--- src/ifb_pkg.sv ---
// package: register map, field layouts and types of the flag/enable bank
package ifb_pkg;

  localparam int unsigned IFB_DW = 16;
  localparam int unsigned IFB_AW = 4;

  // register offsets (word index on the register port)
  localparam logic [3:0] IFB_OFS_FLAGS2 = 4'h0;
  localparam logic [3:0] IFB_OFS_EN0    = 4'h1;
  localparam logic [3:0] IFB_OFS_EN1    = 4'h2;
  localparam logic [3:0] IFB_OFS_EN2    = 4'h3;
  localparam logic [3:0] IFB_OFS_ISTAT  = 4'h4;
  localparam logic [3:0] IFB_OFS_IMASK  = 4'h5;
  localparam logic [3:0] IFB_OFS_PEND2  = 4'h6;

  // implemented-bit masks
  localparam logic [15:0] IFB_MSK_BANK2 = 16'h07E1;
  localparam logic [15:0] IFB_MSK_EN0   = 16'h7FEF;
  localparam logic [15:0] IFB_MSK_EN1   = 16'hE87F;
  localparam logic [15:0] IFB_MSK_IRQ   = 16'h0003;

  // field positions, bank 2
  localparam int unsigned IFB_POS_CMP4  = 0;
  localparam int unsigned IFB_POS_PAIR0 = 5;
  localparam int unsigned IFB_NPAIRS    = 6;

  // interrupt status bits of this block
  localparam int unsigned IFB_IRQ_PEND  = 0;
  localparam int unsigned IFB_IRQ_FORCE = 1;

  localparam logic [15:0] IFB_RST_REG   = 16'h0000;

  typedef enum logic [2:0] {
    IFB_BUS_IDLE  = 3'b001,
    IFB_BUS_WRITE = 3'b010,
    IFB_BUS_READ  = 3'b100
  } ifb_bus_t;

  typedef struct packed {
    logic        wr;
    logic        rd;
    logic [3:0]  addr;
    logic [15:0] wdata;
  } ifb_req_t;

  typedef struct packed {
    logic [5:0] pair_done;
    logic       cmp4;
  } ifb_evt_t;

endpackage

--- src/ifb_flag_bit.sv ---
// one sticky request flag: event sets, software writes
`timescale 1ns/1ps
`default_nettype none
module ifb_flag_bit
  import ifb_pkg::*;
(
  input  wire logic clk,
  input  wire logic rst,
  input  wire logic ce,
  input  wire logic evt,
  input  wire logic wr,
  input  wire logic wval,
  output var  logic flag_ff
);
  always_ff @(posedge clk or posedge rst) begin
    if (rst) begin
      flag_ff <= 1'b0;
    end else if (ce) begin
      if (evt) begin
        flag_ff <= 1'b1;
      end else if (wr) begin
        flag_ff <= wval;
      end
    end
  end
endmodule
`default_nettype wire

--- src/ifb_en_reg.sv ---
// software-written enable register with implemented-bit mask
`timescale 1ns/1ps
`default_nettype none
module ifb_en_reg
  import ifb_pkg::*;
#(
  parameter logic [15:0] MASK = 16'hFFFF
)(
  input  wire logic        clk,
  input  wire logic        rst,
  input  wire logic        ce,
  input  wire logic        wr,
  input  wire logic [15:0] wdata,
  output var  logic [15:0] q_ff
);
  always_ff @(posedge clk or posedge rst) begin
    if (rst) begin
      q_ff <= IFB_RST_REG;
    end else if (ce && wr) begin
      q_ff <= wdata & MASK;
    end
  end
endmodule
`default_nettype wire

--- src/ifb_top.sv ---
// flag bank 2 and enable banks 0..2 with register port and interrupt
//
// Behaviour
// - flag reads 1 after its source requested, 0 if no request.
// - enable bit 1 passes the source request, 0 blocks it.
// - bank2 flags: bits 10..5 converter pairs 5..0, bit 0 comparator 4.
// - bank2 flag/enable bits 15..11 and 4..1 always read zero.
// - enable0 bits 14..8 two-wire, memory, converter, serial, sync port.
// - enable0 bits 7..5 and 3..0 timers, compares, capture, pin 0.
// - enable1 bits 15..13 comparators 3..1, bit 11 change notify.
// - enable1 bits 6..3 pulse gens 4..1, bit 2 event match, 1..0 pins.
// - enable2 bits 10..5 converter pairs 5..0, bit 0 comparator 4.
// - all implemented flag and enable bits clear at reset.
// - software reads and writes every implemented flag and enable bit.
`timescale 1ns/1ps
`default_nettype none
module ifb_top
  import ifb_pkg::*;
(
  input  wire logic        clk,
  input  wire logic        rst,
  input  wire logic        ce,
  input  wire logic [3:0]  addr,
  input  wire logic [15:0] wdata,
  input  wire logic        wr_stb,
  input  wire logic        rd_stb,
  input  wire logic [5:0]  pair_done_evt,
  input  wire logic        cmp4_evt,
  output logic      [15:0] rdata,
  output logic      [15:0] pend2,
  output logic      [15:0] en0,
  output logic      [15:0] en1,
  output logic             irq
);

  // ---------------------------------------------------------------
  // request decode
  // ---------------------------------------------------------------
  ifb_req_t req;
  ifb_evt_t evt;
  ifb_bus_t bus_st;
  logic     wr_flags2;
  logic     wr_en0;
  logic     wr_en1;
  logic     wr_en2;
  logic     wr_imask;

  assign req = '{wr: wr_stb, rd: rd_stb, addr: addr, wdata: wdata};
  assign evt = '{pair_done: pair_done_evt, cmp4: cmp4_evt};

  assign bus_st = req.wr ? IFB_BUS_WRITE :
                  req.rd ? IFB_BUS_READ  : IFB_BUS_IDLE;

  always_comb begin
    wr_flags2 = 1'b0;
    wr_en0    = 1'b0;
    wr_en1    = 1'b0;
    wr_en2    = 1'b0;
    wr_imask  = 1'b0;
    if (bus_st == IFB_BUS_WRITE) begin
      if (req.addr == IFB_OFS_FLAGS2) begin
        wr_flags2 = 1'b1;
      end else if (req.addr == IFB_OFS_EN0) begin
        wr_en0 = 1'b1;
      end else if (req.addr == IFB_OFS_EN1) begin
        wr_en1 = 1'b1;
      end else if (req.addr == IFB_OFS_EN2) begin
        wr_en2 = 1'b1;
      end else if (req.addr == IFB_OFS_IMASK) begin
        wr_imask = 1'b1;
      end
    end
  end

  // ---------------------------------------------------------------
  // flag bank 2
  // ---------------------------------------------------------------
  logic [15:0] flags2;
  logic [15:0] evt_vec;

  always_comb begin
    evt_vec = 16'h0000;
    evt_vec[IFB_POS_CMP4] = evt.cmp4;
    evt_vec[IFB_POS_PAIR0 +: IFB_NPAIRS] = evt.pair_done;
  end

  genvar gi;
  generate
    for (gi = 0; gi < 16; gi++) begin : g_flag
      if (IFB_MSK_BANK2[gi]) begin : g_impl
        ifb_flag_bit u_flag (
          .clk     (clk),
          .rst     (rst),
          .ce      (ce),
          .evt     (evt_vec[gi]),
          .wr      (wr_flags2),
          .wval    (req.wdata[gi]),
          .flag_ff (flags2[gi])
        );
      end else begin : g_none
        assign flags2[gi] = 1'b0;
      end
    end
  endgenerate

  // ---------------------------------------------------------------
  // enable banks
  // ---------------------------------------------------------------
  logic [15:0] en0_ff;
  logic [15:0] en1_ff;
  logic [15:0] en2_ff;

  ifb_en_reg #(.MASK(IFB_MSK_EN0)) u_en0 (
    .clk   (clk),
    .rst   (rst),
    .ce    (ce),
    .wr    (wr_en0),
    .wdata (req.wdata),
    .q_ff  (en0_ff)
  );

  ifb_en_reg #(.MASK(IFB_MSK_EN1)) u_en1 (
    .clk   (clk),
    .rst   (rst),
    .ce    (ce),
    .wr    (wr_en1),
    .wdata (req.wdata),
    .q_ff  (en1_ff)
  );

  ifb_en_reg #(.MASK(IFB_MSK_BANK2)) u_en2 (
    .clk   (clk),
    .rst   (rst),
    .ce    (ce),
    .wr    (wr_en2),
    .wdata (req.wdata),
    .q_ff  (en2_ff)
  );

  // ---------------------------------------------------------------
  // pending to vectoring logic, registered outputs
  // ---------------------------------------------------------------
  logic [15:0] nxt_pend2;
  logic [15:0] pend2_ff;
  logic [15:0] en0_out_ff;
  logic [15:0] en1_out_ff;

  assign nxt_pend2 = flags2 & en2_ff;

  always_ff @(posedge clk or posedge rst) begin
    if (rst) begin
      pend2_ff   <= IFB_RST_REG;
      en0_out_ff <= IFB_RST_REG;
      en1_out_ff <= IFB_RST_REG;
    end else if (ce) begin
      pend2_ff   <= nxt_pend2;
      en0_out_ff <= en0_ff;
      en1_out_ff <= en1_ff;
    end
  end

  assign pend2 = pend2_ff;
  assign en0   = en0_out_ff;
  assign en1   = en1_out_ff;

  // ---------------------------------------------------------------
  // block interrupt: status, mask, level output
  // ---------------------------------------------------------------
  logic [15:0] istat_ff;
  logic [15:0] imask_ff;
  logic [15:0] irq_evt;
  logic        rd_istat;
  logic        irq_ff;

  assign rd_istat = (bus_st == IFB_BUS_READ) && (req.addr == IFB_OFS_ISTAT);

  always_comb begin
    irq_evt = 16'h0000;
    irq_evt[IFB_IRQ_PEND]  = |(nxt_pend2 & ~pend2_ff);
    irq_evt[IFB_IRQ_FORCE] = wr_flags2 && |(req.wdata & IFB_MSK_BANK2);
  end

  always_ff @(posedge clk or posedge rst) begin
    if (rst) begin
      istat_ff <= IFB_RST_REG;
    end else if (ce) begin
      // a new event beats the clear-on-read
      istat_ff <= (rd_istat ? 16'h0000 : istat_ff) | irq_evt;
    end
  end

  always_ff @(posedge clk or posedge rst) begin
    if (rst) begin
      imask_ff <= IFB_RST_REG;
    end else if (ce && wr_imask) begin
      imask_ff <= req.wdata & IFB_MSK_IRQ;
    end
  end

  always_ff @(posedge clk or posedge rst) begin
    if (rst) begin
      irq_ff <= 1'b0;
    end else if (ce) begin
      irq_ff <= |(((rd_istat ? 16'h0000 : istat_ff) | irq_evt) & imask_ff);
    end
  end

  assign irq = irq_ff;

  // ---------------------------------------------------------------
  // read port, data one cycle after strobe
  // ---------------------------------------------------------------
  logic [15:0] nxt_rdata;
  logic [15:0] rdata_ff;

  always_comb begin
    nxt_rdata = 16'h0000;
    if (bus_st == IFB_BUS_READ) begin
      if (req.addr == IFB_OFS_FLAGS2) begin
        nxt_rdata = flags2 & IFB_MSK_BANK2;
      end else if (req.addr == IFB_OFS_EN0) begin
        nxt_rdata = en0_ff;
      end else if (req.addr == IFB_OFS_EN1) begin
        nxt_rdata = en1_ff;
      end else if (req.addr == IFB_OFS_EN2) begin
        nxt_rdata = en2_ff;
      end else if (req.addr == IFB_OFS_ISTAT) begin
        nxt_rdata = istat_ff;
      end else if (req.addr == IFB_OFS_IMASK) begin
        nxt_rdata = imask_ff;
      end else if (req.addr == IFB_OFS_PEND2) begin
        nxt_rdata = pend2_ff;
      end
    end
  end

  always_ff @(posedge clk or posedge rst) begin
    if (rst) begin
      rdata_ff <= IFB_RST_REG;
    end else if (ce) begin
      rdata_ff <= nxt_rdata;
    end
  end

  assign rdata = rdata_ff;

  // ---------------------------------------------------------------
  // assertions
  // ---------------------------------------------------------------
  property p_evt_sets;
    @(posedge clk) disable iff (rst)
      (ce && evt.cmp4) |=> flags2[IFB_POS_CMP4];
  endproperty
  a_evt_sets: assert property (p_evt_sets)
    else $error("event did not set flag");
  property p_pair_map;
    @(posedge clk) disable iff (rst)
      (ce && evt.pair_done[5]) |=> flags2[10];
  endproperty
  a_pair_map: assert property (p_pair_map)
    else $error("pair 5 flag not at bit 10");
  property p_unimpl;
    @(posedge clk) disable iff (rst)
      ((flags2 | en2_ff) & ~IFB_MSK_BANK2) == 16'h0000;
  endproperty
  a_unimpl: assert property (p_unimpl)
    else $error("unimplemented bank2 bit set");
  property p_en0_hole;
    @(posedge clk) disable iff (rst)
      (en0_ff[15] == 1'b0) && (en0_ff[4] == 1'b0);
  endproperty
  a_en0_hole: assert property (p_en0_hole)
    else $error("enable0 reserved bit set");
  property p_en1_hole;
    @(posedge clk) disable iff (rst)
      (en1_ff[12] == 1'b0) && (en1_ff[10:7] == 4'h0);
  endproperty
  a_en1_hole: assert property (p_en1_hole)
    else $error("enable1 reserved bit set");
  property p_pend;
    @(posedge clk) disable iff (rst)
      ce |=> (pend2_ff == $past(flags2 & en2_ff));
  endproperty
  a_pend: assert property (p_pend)
    else $error("pending not flag and enable");
  property p_hold;
    @(posedge clk) disable iff (rst)
      (ce && !wr_flags2 && flags2[IFB_POS_CMP4]) |=> flags2[IFB_POS_CMP4];
  endproperty
  a_hold: assert property (p_hold)
    else $error("flag dropped without write");

  property p_clear;
    @(posedge clk) disable iff (rst)
      (ce && wr_flags2 && !req.wdata[0] && !evt.cmp4) |=> !flags2[0];
  endproperty
  a_clear: assert property (p_clear)
    else $error("software clear failed");

  property p_rd_en1;
    @(posedge clk) disable iff (rst)
      (ce && rd_stb && !wr_stb && addr == IFB_OFS_EN1) |=>
        (rdata == $past(en1_ff));
  endproperty
  a_rd_en1: assert property (p_rd_en1)
    else $error("enable1 readback wrong");

  property p_wr_en2;
    @(posedge clk) disable iff (rst)
      (ce && wr_en2) |=> (en2_ff == ($past(wdata) & IFB_MSK_BANK2));
  endproperty
  a_wr_en2: assert property (p_wr_en2)
    else $error("enable2 write wrong");

  property p_wr_en0;
    @(posedge clk) disable iff (rst)
      (ce && wr_en0) ##1 ce |=> (en0 == ($past(wdata, 2) & IFB_MSK_EN0));
  endproperty
  a_wr_en0: assert property (p_wr_en0)
    else $error("enable0 output wrong");

  property p_block;
    @(posedge clk) disable iff (rst)
      (ce && !en2_ff[0]) |=> !pend2_ff[0];
  endproperty
  a_block: assert property (p_block)
    else $error("disabled source pending");

  c_evt:   cover property (@(posedge clk) ce && evt.cmp4);
  c_pend:  cover property (@(posedge clk) pend2_ff != 16'h0000);
  c_irq:   cover property (@(posedge clk) irq_ff);
  c_clear: cover property (@(posedge clk) wr_flags2 && flags2 != 16'h0000);

endmodule
`default_nettype wire

--- config.mk ---
export PLATFORM = sky130hd
export DESIGN_NAME = ifb_top
export DESIGN_NICKNAME = d
export VERILOG_FILES = /design/src/ifb_pkg.sv /design/src/ifb_flag_bit.sv /design/src/ifb_en_reg.sv /design/src/ifb_top.sv
export SDC_FILE = /design/constraint.sdc
export NUM_CORES = 1
export LEC_CHECK = 0
export ABC_AREA = 1
export BUFFER_PORTS_ARGS = -buffer_cell sky130_fd_sc_hd__buf_2
export CAP_MARGIN = 20
export CORE_MARGIN = 10
export CORE_UTILIZATION = 49
export CTS_CLUSTER_SIZE = 40
export DETAILED_ROUTE_END_ITERATION = 7
export PLACE_DENSITY = 0.81
export SETUP_SLACK_MARGIN = 0.05
export SLEW_MARGIN = 10
export SYNTH_ARGS = -nofsm -noshare
export SYNTH_HDL_FRONTEND = slang
export SYNTH_SLANG_ARGS = --single-unit
--- constraint.sdc ---
create_clock -name clk -period 2.51 [get_ports clk]
set_clock_uncertainty 0.15 [all_clocks]
set_input_delay 0.1255 -clock clk [delete_from_list [all_inputs] [get_ports clk]]
set_output_delay 0.1255 -clock clk [all_outputs]
set_load 0.01 [all_outputs]
### After elaboration in Yosys (flattened, before gate mapping)

Cells that the tools add are included.

* register bits: 115
* bits in latches: 0
* bits in writable memories: 0
* ROM bits: 0
* bits of input ports: 32
* output and inout port bits: 65
* word-level logic and storage cells: 99
* memories: 0

* add/subtract/negate cells: 0
* multipliers: 0
* divide/modulo/power cells: 0
* magnitude comparators: 0
* equal/unequal tests: 8
* shifts and indexed selects: 0
* multiplexer cells: 45
* bitwise logic cells: 5
* reduce and logical (&&, ||, !) cells: 24

Operators by type and width (number)
* $mux 16: 9
* $mux 1: 34
* $reduce_or 16->1: 2
* $and 11x16->16: 1
* $and 16x2->16: 1
* $not 16->16: 1
* $or 16x2->16: 1
* $reduce_and 2->1: 7
* $reduce_bool 2->1: 7
* $eq 4x3->1 const B: 3
* $and 11x11->11: 1
* $eq 4x2->1 const B: 2
* $reduce_or 7->1: 1
* $logic_and 1x1->1: 6
* $mux 3: 2
* $eq 4x1->1 const B: 1
* $logic_not 4->1: 1
* $eq 3x2->1 const B: 1
* $eq 3x3->1 const B: 1

### Logic depth before layout (Yosys ltp)

* depth after elaboration: 9
* mapped depth: 10
* depth with buffers taken out: 9

### Cells and area by module

Synthesis repeated with hierarchy kept, for this count alone.

* cells, all modules: 626
* area total of the unflattened synthesis: 4883.4 sq um

By module, submodules not included
* ifb_top: instances 1, cells an instance 416, area an instance 3049.2 sq um, sequential area each 1501.4 sq um
* ifb_en_reg at u_en0: instances 1, cells an instance 64, area an instance 580.6 sq um, sequential area each 350.3 sq um
* ifb_en_reg at u_en1: instances 1, cells an instance 55, area an instance 488.0 sq um, sequential area each 275.3 sq um
* ifb_en_reg at u_en2: instances 1, cells an instance 42, area an instance 415.4 sq um, sequential area each 175.2 sq um
* ifb_flag_bit: instances 7, cells an instance 7, area an instance 50.0 sq um, sequential area each 25.0 sq um

### Worst setup path before layout

OpenSTA, ideal clock, no wires.

* path type: input -> register
* from: input addr[2]
* to: register rdata_ff[0], in the netlist rdata[0]
* setup time: 0.116 ns
* data arrival time: 0.998 ns
* required time: 2.244 ns
* setup slack: 1.246 ns
* cell stages on the path: 8
* path buffers: 2
* cell sequence: nor2_1 buf_2 nand2_1 buf_2 o21ai_0 inv_1 nand2_1 nand2_1

* word-level cells in the longest chain between the ends: 9
* elaborated cells between the ends (all ways): 15
* those cells by class: eq/ne: 6; mux: 8; reduce/logical: 1

Ends and longest elaborated chain
* from (decl): RTL line ifb_top.sv:23 `input wire logic [3:0] addr,`
* $eq 4x3->1: RTL line ifb_top.sv:231 `end else if (req.addr == IFB_OFS_PEND2) begin`
* $mux 16: RTL line ifb_top.sv:231
* $mux 16: RTL line ifb_top.sv:229 `end else if (req.addr == IFB_OFS_IMASK) begin`
* $mux 16: RTL line ifb_top.sv:227 `end else if (req.addr == IFB_OFS_ISTAT) begin`
* $mux 16: RTL line ifb_top.sv:225 `end else if (req.addr == IFB_OFS_EN2) begin`
* $mux 16: RTL line ifb_top.sv:223 `end else if (req.addr == IFB_OFS_EN1) begin`
* $mux 16: RTL line ifb_top.sv:221 `end else if (req.addr == IFB_OFS_EN0) begin`
* $mux 16 *: RTL line ifb_top.sv:219 `if (req.addr == IFB_OFS_FLAGS2) begin`
* $mux 16 *: RTL line ifb_top.sv:218 `if (bus_st == IFB_BUS_READ) begin`
* to (signal assigned): RTL line ifb_top.sv:241 `rdata_ff <= nxt_rdata;`
* to (decl): RTL line ifb_top.sv:214 `logic [15:0] rdata_ff;`

Mark *: on every way between the ends. The rest lies on a longest branch, timed or not.
A chain may end at the register's enable or synchronous reset.

### Final worst setup path

* from: input addr[1]
* to: register g_flag[0].g_impl.u_flag.flag_ff

* word-level cells in the longest chain between the ends: 5

Ends and longest elaborated chain
* $logic_not 4->1: RTL line ifb_top.sv:61 `if (req.addr == IFB_OFS_FLAGS2) begin`
* $mux 1: RTL line ifb_top.sv:61
* $mux 1: RTL line ifb_top.sv:60 `if (bus_st == IFB_BUS_WRITE) begin`
* $reduce_bool 2->1 (no source line)
* $reduce_and 2->1 (no source line)
* to (signal assigned): RTL line ifb_flag_bit.sv:22 `flag_ff <= wval;`
* to (decl): RTL line ifb_flag_bit.sv:13 `output var logic flag_ff`

Every way passes these cells.

==> flow_summary.toml <==
[status]
status = "complete, no violations"

[setup_path]
worst-path-max-fanout = 12
reg2reg_to = "irq$_DFFE_PP0P_"
worstSetupPathType = "in2reg"
end_kind = "register"
cp_data_required_time_ps = 2640
reg2regPathDepth = 7
reg2reg_setup_slack_ps = 1160
worstSetupStartpointType = "input pin"
cp.arrival_ps = 1990
reg2reg_from = "pend2[10]$_DFFE_PP0P_"

[place]
dpl.hpwl_um = 8150
place_worst_setup_slack_ps = 720
place.port_buffers = 80
gp_congestion = 0.919

[sta]
final-hold-violation-count = 0
max_freq_mhz = 539
post-route-period-util = 0.740
period_minus_slack_ps = 1860
worst_slack_ps = 654
drv_slew = 0
rsz0062_at_grt = "false"
tns_ps = 0
setup_viol = 0

[global_route]
grt_overflow = 0
grtUsageMet3 = 0.0532
grt_pass1_vias = 3801
track_usage = 0.178
met2_usage = 0.306
grt_max_degree = 93
busiest_layer = "met2"
grt_pass1_wl_um = 18700
antenna_found_initial = 0
use_met1 = 0.210

[clock_tree]
htreeDepth = 3
cts_root_buf = "clkbuf_8"
cts_tree = "done"
numCtsBuffers = 9
cts.clk_slew.worst_paths_ps = 90
post_cts_buffers = 0
insertion_delay_ps = 370
cts.sinks = 92
cts_max_path_buffers = 2

[logic_synthesis]
synth_xor_area_frac = 0
syn_inst = 511
syn_area_per_cell_um2 = 8.22
synth_top_family_by_area = "simple AND/OR/NAND/NOR gates"
synth_mux_area_frac = 0.00982
syn-cell-area_um2 = 4200
synthAdderAreaFrac = 0
yosysSeqAreaShare = 0.548
synth_cell_types = 26
synthSimpleGateAreaFrac = 0.272
yosys_warnings = 0
synth_seq_cells = 92
synth_compound_area_frac = 0.0795

[final_layout]
nets = 651
diodes = 0
drive_gt1_frac = 0.186
areaGrowthSynthToFinish_pct = 22.4

[pwr]
powerDensity_nw_per_um2 = 678
p_sw_mw = 1.08
power_switching_share = 0.310
p_seq_frac = 0.537
intPower_mw = 2.41
power_frac_comb = 0.184
ir_worst_vdd_mv = 0.295
power_frac_clock = 0.279
leakagePower_nw = 2.85

[min_path]
holdPathEnd = "rdata[12]$_DFFE_PP0P_"
worstHoldStart = "addr[1]"
hold_path.class = "in2reg"
whs_path_depth = 4

[die]
die_y_um = 113
fp.dieW_um = 113
initial_utilization = 0.506
die_area_um2 = 12700
rows = 33
num_io_pins = 97
core_um2 = 8300

[route]
vias = 3757
drt_iter0_drc = 292
wl_per_cell_um = 15.6
route.detailed.drc = 0
first_pass_iters = 5
antenna_left = 0
drt-total-wl_um = 11400
avgViaCountPerCell = 5.15

[job]
drv_cap = 0
-- critical path, cell delays in order --
cell and delay [ps]:
buf_2 140, nor2_1 250, nand2_1 320, nor2_4 320, a21oi_1 90, dlygate4sd3_1 560, o21ai_0 180
-- registers in the layout, summed over array words and instances (netlist names) --
register,cells
imask_ff,2
u_en2.q_ff,7
g_flag.g_impl.u_flag.flag_ff,7
pend2,7
en1,11
en0,14
irq,1
rdata,16
u_en0.q_ff,14
u_en1.q_ff,11
istat_ff,2
-- timing repair --
item                                   in CTS  in global routing
endpoints found under the hold margin     129                  0
hold buffers                               33                  0
gates resized for setup                     0                  0
-- placed cells by master (no fill, tap or decap), drive strengths merged, types with 8 or more instances in the layout --
cell type    Yosys  final
clkbuf           8     12
dfrtp           92     92
dlygate4sd3      0     33
nor2            15     15
conb             1     16
inv             38     38
nand3           43     43
o21ai           56     56
buf             28     85
nand2          205    205
a21oi            8      8
-- logic make-up after synthesis --
kind of cell / Yosys count
simple gates: 274
flops: 92
buf+inv: 75
compound gates: 66
mux: 3
other cells: 1
-- routing by layer --
metal,share of wire,vias to the layer above
li1,-,1809
met1,0.41,1758
met2,0.50,170
met3,0.079,20
met4,0.015,0
met5,0,-
-- cells in the mapped netlist (all sizes together) --
master	count	area, um^2
a21oi	8	40.0
a31oi	1	6.26
buf	28	199
clkbuf	8	30.0
clkinv	1	5.00
conb	1	3.75
dfrtp	92	2300
inv	38	143
mux2	3	41.3
nand2	205	777
nand3	43	215
nand3b	4	30.0
nand4	5	31.3
nor2	15	81.3
nor3	2	10.0
o21ai	56	280
o31ai	1	7.51
-- layout make-up --
class | count | area (um^2)
Clock buffer | 12 | 165
Clock inverter | 4 | 31.3
Tap cell | 105 | 131
Timing Repair Buffer | 118 | 781
Sequential cell | 92 | 2300
Fill cell | 698 | 3160
Multi-Input combinational cell | 359 | 1580
Inverter | 39 | 151
-- per-stage QoR --
step | cell area [um^2] | power, mW | utilization | hold WS [ps] | std cells
after detailed placement | 4620 | 2.50 | 0.556 | 151 | 680
after global placement | 4620 | 2.47 | 0.556 | 142 | 680
after floorplan | 4260 | 2.24 | - | 120 | 526
after CTS | 5140 | 3.50 | 0.620 | 39.2 | 729
final | 5140 | 3.49 | 0.620 | 56.3 | 729
after global routing | 5140 | 3.67 | 0.620 | 91.4 | 729
-- worst max path at each step --
| stage | from | end | slack, ps |
|---|---|---|---|
| 3_5_place_dp | addr[1] | u_en1.q_ff[15]$_DFFE_PP0P_ | 720 |
| 5_1_grt | addr[1] | g_flag[0].g_impl.u_flag.flag_ff$_DFFE_PP0P_ | 520 |
| 2_1_floorplan | rst | en0[0]$_DFFE_PP0P_ | 1160 |
| 6_report | addr[1] | g_flag[0].g_impl.u_flag.flag_ff$_DFFE_PP0P_ | 650 |
| 4_1_cts | addr[1] | g_flag[6].g_impl.u_flag.flag_ff$_DFFE_PP0P_ | 710 |
| 3_3_place_gp | addr[1] | u_en1.q_ff[15]$_DFFE_PP0P_ | 750 |
-- power by group through the flow --
stage	clock, mW	sequential [mW]	combinational [mW]
2_1_floorplan	0	1.90	0.339
3_3_place_gp	0	1.89	0.582
3_5_place_dp	0	1.89	0.606
4_1_cts	0.985	1.87	0.648
5_1_grt	1.04	1.90	0.731
6_report	0.973	1.87	0.643
(Power assumes the default switching activity.)
